### src/t2ar_pkg.sv
// Constants shared by the auto-reload and capture timer block
package t2ar_pkg;
	// Register addresses on the special-function-register bus
	localparam logic [7:0] ADDR_TIMER_CONTROL = 8'hC8;
	localparam logic [7:0] ADDR_RELOAD_LOW    = 8'hCA;
	localparam logic [7:0] ADDR_RELOAD_HIGH   = 8'hCB;
	localparam logic [7:0] ADDR_COUNT_LOW     = 8'hCC;
	localparam logic [7:0] ADDR_COUNT_HIGH    = 8'hCD;

	// Field positions inside timer_control
	localparam int unsigned BIT_HIGH_FLAG = 7;
	localparam int unsigned BIT_LOW_FLAG  = 6;
	localparam int unsigned BIT_LOW_IRQEN = 5;
	localparam int unsigned BIT_CAPTURE   = 4;
	localparam int unsigned BIT_SPLIT     = 3;
	localparam int unsigned BIT_RUN       = 2;
	localparam int unsigned BIT_EXT_SEL   = 0;

	// Reset values and byte limits
	localparam logic [7:0] RESET_BYTE = 8'h00;
	localparam logic [7:0] BYTE_MAX   = 8'hFF;
	localparam logic [7:0] READ_ZERO  = 8'h00;
	localparam logic       RESET_BIT  = 1'b0;

	// Prescaler ratio for the slow system-clock tick
	localparam int unsigned SYS_DIV = 12;
endpackage : t2ar_pkg

### src/t2ar_tick.sv
// Tick sources: system clock divider and synchronised external clock
`timescale 1ns/1ps
module t2ar_tick #(
	parameter int unsigned DIV = t2ar_pkg::SYS_DIV
) (
	input  wire logic i_sys_clk,
	input  wire logic i_rst,
	input  wire logic i_ext_osc_div8,
	output logic      o_tick_div,
	output logic      o_tick_ext,
	output logic      o_capture
);
	localparam int unsigned CW = (DIV > 1) ? $clog2(DIV) : 1;
	localparam logic [CW-1:0] DIV_LAST = CW'(DIV - 1);
	localparam logic [CW-1:0] DIV_ZERO = '0;

	generate
		if (DIV < 2) begin : g_bad_div
			$error("t2ar_tick: DIV must be at least 2");
		end
	endgenerate

	logic [CW-1:0] div_cnt;
	logic          ext_meta;
	logic          ext_sync;
	logic          ext_prev;
	wire           div_wrap = (div_cnt == DIV_LAST);

	// Free-running divider, one-cycle tick every DIV cycles
	always_ff @(posedge i_sys_clk) begin
		if (i_rst) begin
			div_cnt <= DIV_ZERO;
		end else begin
			div_cnt <= div_wrap ? DIV_ZERO : div_cnt + CW'(1);
		end
	end

	// Two-flop synchroniser plus an edge history flop
	always_ff @(posedge i_sys_clk) begin
		if (i_rst) begin
			ext_meta <= t2ar_pkg::RESET_BIT;
			ext_sync <= t2ar_pkg::RESET_BIT;
			ext_prev <= t2ar_pkg::RESET_BIT;
		end else begin
			ext_meta <= i_ext_osc_div8;
			ext_sync <= ext_meta;
			ext_prev <= ext_sync;
		end
	end

	// Rising edge counts, falling edge captures
	assign o_tick_div = div_wrap;
	assign o_tick_ext = ext_sync & ~ext_prev;
	assign o_capture  = ~ext_sync & ext_prev;
endmodule : t2ar_tick

### src/t2ar_byte.sv
// One 8-bit counter byte with write, reload and increment
`timescale 1ns/1ps
module t2ar_byte (
	input  wire logic       i_sys_clk,
	input  wire logic       i_rst,
	input  wire logic       i_wr,
	input  wire logic [7:0] i_wdata,
	input  wire logic       i_load,
	input  wire logic [7:0] i_load_val,
	input  wire logic       i_inc,
	output logic [7:0]      o_count,
	output logic            o_wrap
);
	// Wrap is an increment while the byte holds all ones
	assign o_wrap = i_inc & (o_count == t2ar_pkg::BYTE_MAX);

	// Software write first, then reload, then a single-step increment
	always_ff @(posedge i_sys_clk) begin
		if (i_rst) begin
			o_count <= t2ar_pkg::RESET_BYTE;
		end else if (i_wr) begin
			o_count <= i_wdata;
		end else if (i_load) begin
			o_count <= i_load_val;
		end else if (i_inc) begin
			o_count <= o_count + 8'h01;
		end
	end
endmodule : t2ar_byte

### src/t2ar_timer.sv
// Timer top: control register, clock selection, reload, capture, interrupt
`timescale 1ns/1ps
module t2ar_timer #(
	parameter int unsigned SYS_DIV = t2ar_pkg::SYS_DIV
) (
	input  wire logic       i_sys_clk,
	input  wire logic       i_rst,
	input  wire logic [7:0] i_sfr_addr,
	input  wire logic       i_sfr_wr,
	input  wire logic [7:0] i_sfr_wdata,
	input  wire logic       i_timer_irq_enable,
	input  wire logic       i_high_byte_clock_select,
	input  wire logic       i_low_byte_clock_select,
	input  wire logic       i_ext_osc_div8,
	output logic [7:0]      o_sfr_rdata,
	output logic            o_timer_irq
);
	// Control register fields, reload bytes and count bytes
	logic       high_overflow_flag;
	logic       low_overflow_flag;
	logic       low_overflow_irq_enable;
	logic       capture_enable;
	logic       split_mode_select;
	logic       run_control;
	logic       external_clock_select;
	logic [7:0] reload_low_byte;
	logic [7:0] reload_high_byte;
	logic [7:0] count_low_byte;
	logic [7:0] count_high_byte;

	// Tick sources
	wire tick_div;
	wire tick_ext;
	wire capture_edge;

	t2ar_tick #(
		.DIV (SYS_DIV)
	) u_tick (
		.i_sys_clk      (i_sys_clk),
		.i_rst          (i_rst),
		.i_ext_osc_div8 (i_ext_osc_div8),
		.o_tick_div     (tick_div),
		.o_tick_ext     (tick_ext),
		.o_capture      (capture_edge)
	);

	// Address decode
	wire wr_ctrl = i_sfr_wr & (i_sfr_addr == t2ar_pkg::ADDR_TIMER_CONTROL);
	wire wr_rll  = i_sfr_wr & (i_sfr_addr == t2ar_pkg::ADDR_RELOAD_LOW);
	wire wr_rlh  = i_sfr_wr & (i_sfr_addr == t2ar_pkg::ADDR_RELOAD_HIGH);
	wire wr_cl   = i_sfr_wr & (i_sfr_addr == t2ar_pkg::ADDR_COUNT_LOW);
	wire wr_ch   = i_sfr_wr & (i_sfr_addr == t2ar_pkg::ADDR_COUNT_HIGH);

	// Clock selection; external-select picks divided system or external tick, but capture mode gives the low byte the divided tick
	wire ext_choice = external_clock_select ? tick_ext : tick_div;
	wire cap_choice = tick_div;
	wire low_alt    = capture_enable ? cap_choice : ext_choice;
	wire tick_low   = i_low_byte_clock_select | low_alt;
	wire tick_high  = i_high_byte_clock_select | ext_choice;

	// Increment enables per mode
	wire low_wrap;
	wire high_wrap;
	wire low_inc  = split_mode_select | run_control ? tick_low & (split_mode_select | run_control)
		: 1'b0;
	wire high_inc = split_mode_select ? run_control & tick_high
		: low_wrap;
	wire full_wrap = ~split_mode_select & high_wrap;
	wire low_load  = split_mode_select ? low_wrap : full_wrap;
	wire high_load = split_mode_select ? high_wrap : full_wrap;
	wire capture   = capture_enable & capture_edge;

	// Hardware flag sets
	wire set_high = high_wrap | capture;
	wire set_low  = low_wrap;

	t2ar_byte u_low (
		.i_sys_clk  (i_sys_clk),
		.i_rst      (i_rst),
		.i_wr       (wr_cl),
		.i_wdata    (i_sfr_wdata),
		.i_load     (low_load),
		.i_load_val (reload_low_byte),
		.i_inc      (low_inc),
		.o_count    (count_low_byte),
		.o_wrap     (low_wrap)
	);

	t2ar_byte u_high (
		.i_sys_clk  (i_sys_clk),
		.i_rst      (i_rst),
		.i_wr       (wr_ch),
		.i_wdata    (i_sfr_wdata),
		.i_load     (high_load),
		.i_load_val (reload_high_byte),
		.i_inc      (high_inc),
		.o_count    (count_high_byte),
		.o_wrap     (high_wrap)
	);

	// Next flag values: a set in the same cycle wins over a written zero
	wire next_high_flag = set_high | (wr_ctrl ? i_sfr_wdata[t2ar_pkg::BIT_HIGH_FLAG]
		: high_overflow_flag);
	wire next_low_flag  = set_low | (wr_ctrl ? i_sfr_wdata[t2ar_pkg::BIT_LOW_FLAG]
		: low_overflow_flag);

	// Control register storage; bit 1 is not stored
	always_ff @(posedge i_sys_clk) begin
		if (i_rst) begin
			high_overflow_flag      <= t2ar_pkg::RESET_BIT;
			low_overflow_flag       <= t2ar_pkg::RESET_BIT;
			low_overflow_irq_enable <= t2ar_pkg::RESET_BIT;
			capture_enable          <= t2ar_pkg::RESET_BIT;
			split_mode_select       <= t2ar_pkg::RESET_BIT;
			run_control             <= t2ar_pkg::RESET_BIT;
			external_clock_select   <= t2ar_pkg::RESET_BIT;
		end else begin
			high_overflow_flag <= next_high_flag;
			low_overflow_flag  <= next_low_flag;
			if (wr_ctrl) begin
				low_overflow_irq_enable <= i_sfr_wdata[t2ar_pkg::BIT_LOW_IRQEN];
				capture_enable          <= i_sfr_wdata[t2ar_pkg::BIT_CAPTURE];
				split_mode_select       <= i_sfr_wdata[t2ar_pkg::BIT_SPLIT];
				run_control             <= i_sfr_wdata[t2ar_pkg::BIT_RUN];
				external_clock_select   <= i_sfr_wdata[t2ar_pkg::BIT_EXT_SEL];
			end
		end
	end

	// Reload registers: capture beats a software write in the same cycle
	always_ff @(posedge i_sys_clk) begin
		if (i_rst) begin
			reload_low_byte  <= t2ar_pkg::RESET_BYTE;
			reload_high_byte <= t2ar_pkg::RESET_BYTE;
		end else if (capture) begin
			reload_low_byte  <= count_low_byte;
			reload_high_byte <= count_high_byte;
		end else begin
			if (wr_rll) begin
				reload_low_byte <= i_sfr_wdata;
			end
			if (wr_rlh) begin
				reload_high_byte <= i_sfr_wdata;
			end
		end
	end

	// Read data selection
	wire [7:0] ctrl_view = {high_overflow_flag, low_overflow_flag,
		low_overflow_irq_enable, capture_enable, split_mode_select,
		run_control, 1'b0, external_clock_select};
	wire [7:0] read_mux =
		(i_sfr_addr == t2ar_pkg::ADDR_TIMER_CONTROL) ? ctrl_view :
		(i_sfr_addr == t2ar_pkg::ADDR_RELOAD_LOW)    ? reload_low_byte :
		(i_sfr_addr == t2ar_pkg::ADDR_RELOAD_HIGH)   ? reload_high_byte :
		(i_sfr_addr == t2ar_pkg::ADDR_COUNT_LOW)     ? count_low_byte :
		(i_sfr_addr == t2ar_pkg::ADDR_COUNT_HIGH)    ? count_high_byte :
		t2ar_pkg::READ_ZERO;

	// Interrupt request under the global enable: high flag always, low flag only with its enable
	wire next_irq = i_timer_irq_enable & (high_overflow_flag
		| (low_overflow_flag & low_overflow_irq_enable));

	// Registered outputs
	always_ff @(posedge i_sys_clk) begin
		if (i_rst) begin
			o_sfr_rdata <= t2ar_pkg::READ_ZERO;
			o_timer_irq <= t2ar_pkg::RESET_BIT;
		end else begin
			o_sfr_rdata <= read_mux;
			o_timer_irq <= next_irq;
		end
	end

	// Checks beside the logic
	a_full_reload: assert property (@(posedge i_sys_clk) disable iff (i_rst)
		full_wrap && !wr_cl && !wr_ch |=> count_low_byte == $past(reload_low_byte)
		&& count_high_byte == $past(reload_high_byte) && high_overflow_flag)
		else $error("16-bit wrap did not reload or flag");

	a_irq_high: assert property (@(posedge i_sys_clk) disable iff (i_rst)
		i_timer_irq_enable && high_overflow_flag |=> o_timer_irq)
		else $error("high flag did not raise interrupt");

	a_irq_low: assert property (@(posedge i_sys_clk) disable iff (i_rst)
		i_timer_irq_enable && low_overflow_flag && low_overflow_irq_enable
		|=> o_timer_irq)
		else $error("low flag with enable did not interrupt");

	a_irq_gate: assert property (@(posedge i_sys_clk) disable iff (i_rst)
		!i_timer_irq_enable || (!high_overflow_flag && !low_overflow_flag)
		|=> !o_timer_irq)
		else $error("interrupt without enabled source");

	a_split_low_run: assert property (@(posedge i_sys_clk) disable iff (i_rst)
		split_mode_select && !run_control && i_low_byte_clock_select && !wr_cl
		&& !low_wrap |=> count_low_byte == $past(count_low_byte) + 8'h01)
		else $error("low byte stalled in split mode");

	a_stop_16: assert property (@(posedge i_sys_clk) disable iff (i_rst)
		!split_mode_select && !run_control && !wr_cl && !wr_ch
		|=> $stable(count_low_byte) && $stable(count_high_byte))
		else $error("16-bit timer moved while stopped");

	a_split_reload: assert property (@(posedge i_sys_clk) disable iff (i_rst)
		split_mode_select && high_wrap && !wr_ch
		|=> count_high_byte == $past(reload_high_byte) && high_overflow_flag)
		else $error("split high byte wrap mishandled");

	a_low_flag: assert property (@(posedge i_sys_clk) disable iff (i_rst)
		low_wrap |=> low_overflow_flag)
		else $error("low wrap did not set low flag");

	a_flag_hold: assert property (@(posedge i_sys_clk) disable iff (i_rst)
		high_overflow_flag && !wr_ctrl |=> high_overflow_flag)
		else $error("high flag cleared without a write");

	a_capture: assert property (@(posedge i_sys_clk) disable iff (i_rst)
		capture |=> reload_low_byte == $past(count_low_byte)
		&& reload_high_byte == $past(count_high_byte) && high_overflow_flag)
		else $error("capture did not copy count");

	a_bit1_zero: assert property (@(posedge i_sys_clk) disable iff (i_rst)
		i_sfr_addr == t2ar_pkg::ADDR_TIMER_CONTROL ##1 1'b1 |-> !o_sfr_rdata[1])
		else $error("unused control bit read as one");

	a_count_read: assert property (@(posedge i_sys_clk) disable iff (i_rst)
		i_sfr_addr == t2ar_pkg::ADDR_COUNT_HIGH |=> o_sfr_rdata == $past(count_high_byte))
		else $error("count high read mismatch");

	a_flag_clear: assert property (@(posedge i_sys_clk) disable iff (i_rst)
		wr_ctrl && !i_sfr_wdata[t2ar_pkg::BIT_HIGH_FLAG] && !set_high
		|=> !high_overflow_flag)
		else $error("written zero did not clear high flag");

	a_set_wins: assert property (@(posedge i_sys_clk) disable iff (i_rst)
		wr_ctrl && set_low |=> low_overflow_flag)
		else $error("flag clear beat a hardware set");

	a_count_write: assert property (@(posedge i_sys_clk) disable iff (i_rst)
		wr_cl |=> count_low_byte == $past(i_sfr_wdata))
		else $error("count low write did not land");

	a_mode_bits: assert property (@(posedge i_sys_clk) disable iff (i_rst)
		wr_ctrl |=> capture_enable == $past(i_sfr_wdata[t2ar_pkg::BIT_CAPTURE])
		&& split_mode_select == $past(i_sfr_wdata[t2ar_pkg::BIT_SPLIT]))
		else $error("mode bits did not follow the write");

	a_high_ignore: assert property (@(posedge i_sys_clk) disable iff (i_rst)
		!split_mode_select && !low_wrap && !wr_ch |=> $stable(count_high_byte))
		else $error("high byte moved without a low wrap");

	a_sys_tick: assert property (@(posedge i_sys_clk) disable iff (i_rst)
		!split_mode_select && run_control && i_low_byte_clock_select && !wr_cl
		&& !low_wrap |=> count_low_byte == $past(count_low_byte) + 8'h01)
		else $error("system clock did not step the count");

	a_div_gate: assert property (@(posedge i_sys_clk) disable iff (i_rst)
		!split_mode_select && !i_low_byte_clock_select && !external_clock_select
		&& !tick_div && !wr_cl |=> $stable(count_low_byte))
		else $error("count moved between divided ticks");

	a_ext_gate: assert property (@(posedge i_sys_clk) disable iff (i_rst)
		!split_mode_select && !i_low_byte_clock_select && external_clock_select
		&& !capture_enable && !tick_ext && !wr_cl |=> $stable(count_low_byte))
		else $error("count moved without a synchronised edge");

	a_capture_gate: assert property (@(posedge i_sys_clk) disable iff (i_rst)
		!capture_edge && !wr_rll |=> $stable(reload_low_byte))
		else $error("reload changed without a falling edge");

	a_split_high: assert property (@(posedge i_sys_clk) disable iff (i_rst)
		split_mode_select && run_control && i_high_byte_clock_select && !wr_ch
		&& !high_wrap |=> count_high_byte == $past(count_high_byte) + 8'h01)
		else $error("high byte ignored its clock select");

	a_split_irq: assert property (@(posedge i_sys_clk) disable iff (i_rst)
		split_mode_select && i_timer_irq_enable && !high_overflow_flag
		&& !low_overflow_irq_enable |=> !o_timer_irq)
		else $error("low flag interrupted without its enable");
endmodule : t2ar_timer

### config.mk
export PLATFORM = sky130hd
export DESIGN_NAME = t2ar_timer
export DESIGN_NICKNAME = d
export VERILOG_FILES = /design/src/t2ar_pkg.sv /design/src/t2ar_tick.sv /design/src/t2ar_byte.sv /design/src/t2ar_timer.sv
export SDC_FILE = /design/constraint.sdc
export NUM_CORES = 1
export LEC_CHECK = 0
export BUFFER_PORTS_ARGS = -buffer_cell sky130_fd_sc_hd__buf_2
export CAP_MARGIN = 0
export CORE_UTILIZATION = 51
export DETAILED_ROUTE_END_ITERATION = 12
export PLACE_DENSITY = 0.75
export SLEW_MARGIN = 15
export SYNTH_ARGS = -nofsm -noshare
export SYNTH_HDL_FRONTEND = slang
export SYNTH_HIERARCHICAL = 1
export SYNTH_SLANG_ARGS = --single-unit
### constraint.sdc
create_clock -name i_sys_clk -period 4.34 [get_ports i_sys_clk]
set_clock_uncertainty 0.2 [all_clocks]
set_input_delay 0.868 -clock i_sys_clk [delete_from_list [all_inputs] [get_ports i_sys_clk]]
set_output_delay 0.868 -clock i_sys_clk [all_outputs]
set_load 0.02 [all_outputs]
==> results.md <==
| Item | Value | Unit |
|---|---|---|
| Number of nets in the final layout | 408 | - |
| Drt first-iter violations | 330 | - |
| Capturing point of the worst reg2reg path | u_low/o_count[7] | - |
| H-tree depth reported by CTS | 2 | - |
| Hold violation count in the final report | 0 | - |
| Die footprint | 0.006747 | mm² |
| Clk_lat worst skew | 0.32 | ns |
| Cells taking the most area after synthesis | dfxtp_1, mux2i_1, a211oi_1, a21oi_1, nor2_1 | - |
| Data required time of the worst path | 4.36 | ns |
| Pre-CTS setup slack | 0.5161 | ns |
| Post-CTS setup buffer count | 0 | - |
| Worst voltage drop across the vdd grid | 0.0001561 | V |
| Final Wtd Congestion | 0.9456 | - |
| Count of maximum capacitance violations | 0 | - |
| DRC errors left | 0 | - |
| All-layer global routing usage | 26.29 | % |
| Post-Synthesis Net Count | 390 | - |
| Buffer depth of the longest clock path | 2 | - |
| Number of fill cells in the layout | 556 | - |
| Slew @ Worst Pin | 1.079 | ns |
| Clk sink count | 55 | - |
| Number of flops mapped to enable cells by yosys | 0 | - |
| Setup repair after global routing missed its margin | false | - |
| Core occupancy in the finished layout | 57.58 | % |
| Core Box Area | 0.006061 | mm² |
| Cts hold-fix bufs | 0 | - |
| Largest fanout on the critical path | 18 | - |
| Via-to-Cell Ratio | 6.480 | - |
| Reg-to-reg slack, setup | 0.41 | ns |
| Critical path launch point type | flop | - |
| Share of layout cells above drive strength 1 | 17.23 | % |
| Leakage power | 1.311 | nW |
| Async set-reset flop share out of synthesis | 0 | % |
| Width of the die | 82.14 | µm |
| Post-layout min period | 3.929 | ns |
| Cell chosen for the clock root | clkbuf_8 | - |
| Top-level I/O count | 32 | - |
| Antenna diodes | 0 | - |
| First-pass GRT wire length | 13,390 | µm |
| Largest net degree at the start of global routing | 33 | - |
| Worst hold endpoint | u_tick/ext_sync | - |
| Routed length per instance | 18.44 | µm |
| Placed wire-length estimate | 5925 | µm |
| First-pass iteration count of the detailed router | 5 | - |
| Total CTS buffers | 5 | - |
| Leading cell type in the layout, fill and taps excluded | dfxtp_1 | - |
| Pwr/cell area | 256.7 | mW/mm² |
| Antenna violations before repair | 0 | - |
| Area growth from synthesis to final layout | 6.532 | % |
| Count of input and output buffers | 31 | - |
| Commonest cells after routing, fill and taps aside | dfxtp_1, buf_2, mux2i_1, nor2_1, a21oi_1 | - |
| Flip-flop and latch count after synthesis | 55 | - |
| Post-synthesis sequential area ratio | 33.61 | % |
| R2r worst-path depth | 16 | - |
| Max-slew violation count | 0 | - |
| CTS tree | done | - |
| Classification of the worst-slack hold path | reg -> reg | - |
| Relative max-transition margin | 27.87 | % |
| Remaining antenna violation count | 0 | - |
| Critical path class | reg -> reg | - |
| Mean Syn Cell Area | 8.999 | µm² |
| Synthesized instance count | 364 | - |
| Clock-pin slew on the worst setup and hold paths | 0.11 | ns |
| Cell area after synthesis | 0.003276 | mm² |
| Initial core utilization | 54.05 | % |
| Startpoint of the lowest-slack register-to-register path | u_tick/div_cnt[0] | - |
| Peak clock frequency supported by timing | 254.5 | MHz |
| Number of global-route vias before repair | 2,684 | - |
| Worst Min Path Start | u_tick/ext_meta | - |
| Wirelength, routed | 8446 | µm |
| Count of distinct cell types in the synthesized netlist | 57 | - |
| Setup violation total in the final timing report | 0 | - |
| Die height | 82.14 | µm |
| Final Cycle Share | 90.52 | % |
| Share of the synthesized area in the top cell type | 33.61 | % |
| Run status | finished clean | - |
| Number of cells traversed by the worst hold path | 1 | - |
| Post-CTS sizing | 0 | - |
| Global route overflow | 0 | - |
| Crit path setup slack, layout | 0.4113 | ns |
| Most frequently used flop master after synthesis | dfxtp_1 | - |
| Yosys synthesis warning count | 6 | - |
| Final setup TNS | 0 | ns |
| Number of standard-cell rows in the floorplan | 28 | - |
| Critical path capture point type | flop | - |
| Arrival time of data at the critical path endpoint | 3.95 | ns |
| Total via count in the routed design | 2,968 | - |
| Post-synth top area cell | dfxtp_1 | - |
cells in the mapped netlist, drive strengths merged (3+ instances only):
master / instances
dfxtp: 55
mux2i: 30
nor2: 30
a21oi: 26
a211oi: 18
nand2: 17
clkbuf: 13
nand3: 13
buf: 12
nor2b: 12
inv: 9
nor3: 9
nor3b: 9
o31ai: 8
a221oi: 7
nand3b: 7
nand2b: 6
o21ai: 6
o22ai: 6
or2: 6
mux2: 5
a21o: 4
and3: 4
nand4: 4
xor2: 4
and3b: 3
ha: 3
nor4: 3
o211ai: 3
o32ai: 3
worst max-delay path: stages (launching register included):
cell,delay [ns]
dfxtp_1,0.39
ha_1,0.21
and3b_2,0.23
mux2_2,0.16
mux2_2,0.14
o22a_1,0.44
nand3_1,0.13
nor2_1,0.18
inv_1,0.08
o21ai_0,0.18
buf_4,0.23
nand3_1,0.10
nor2_1,0.14
mux2_2,0.41
nand2b_1,0.17
and4bb_1,0.22
o31a_1,0.23
cells by family after synthesis:
logic type	share of synthesized area [%]
adder cells (fa/ha/maj)	1.146
multiplexers	10.89
AO/OA/AOI/OAI	21.43
XOR/XNOR	1.069
buffers and inverters	6.226
flip-flops	33.61
AND/OR/NAND/NOR	25.63
how the worst max path moves through the flow:
stage | from | to | slack (ns) | depth (start not counted)
floorplan | u_tick/div_cnt[0] | u_low/o_count[4] | 1.01 | 19
global placement | u_tick/div_cnt[0] | u_low/o_count[7] | 0.76 | 16
detailed placement | u_tick/div_cnt[0] | u_low/o_count[7] | 0.52 | 16
CTS | u_tick/div_cnt[0] | u_low/o_count[7] | 0.50 | 16
global route | u_tick/div_cnt[0] | u_low/o_count[7] | 0.20 | 16
finish | u_tick/div_cnt[0] | u_low/o_count[7] | 0.41 | 16
per-stage QoR:
step	power, mW	std cells	instance area, µm²	hold WS [ns]
detailed placement	0.5971	450	3392	0.2281
global route	0.9291	458	3490	0.2882
finish	0.8957	458	3490	0.2529
floorplan	0.5695	364	3276	0.2138
CTS	0.8964	458	3490	0.2589
global placement	0.5950	450	3392	0.2163
power breakdown:
| part | switching, mW | internal (mW) |
|---|---|---|
| combinational | 0.0460 | 0.0252 |
| sequential | 0.00592 | 0.510 |
| clock | 0.188 | 0.120 |
| total | 0.240 | 0.656 |
cell type report:
cell class / count / area (µm²) / area share [%]
flip-flops and latches: 55 / 1101 / 31.55
well taps: 75 / 93.84 / 2.689
inverters: 9 / 33.78 / 0.9681
repair buffers: 36 / 192.7 / 5.522
multi-input cells: 275 / 1971 / 56.47
clock buffers: 5 / 68.82 / 1.972
clock inverters: 3 / 28.78 / 0.8247
registers in the layout, summed over array words and instances (netlist names), 4 cells and up:
register          count
o_sfr_rdata           8
reload_high_byte      8
reload_low_byte       8
u_high/o_count        8
u_low/o_count         8
u_tick/div_cnt        4
metal layers:
layer / wire length [µm] / share of wire, % / global-route usage, %
met1: 3765 / 45 / 33.91
met2: 3901 / 46 / 42.56
met3: 590 / 7.0 / 5.714
met4: 189 / 2.2 / 10.18
met5: 0 / 0 / 0
Power figures use the tool's default switching activity.
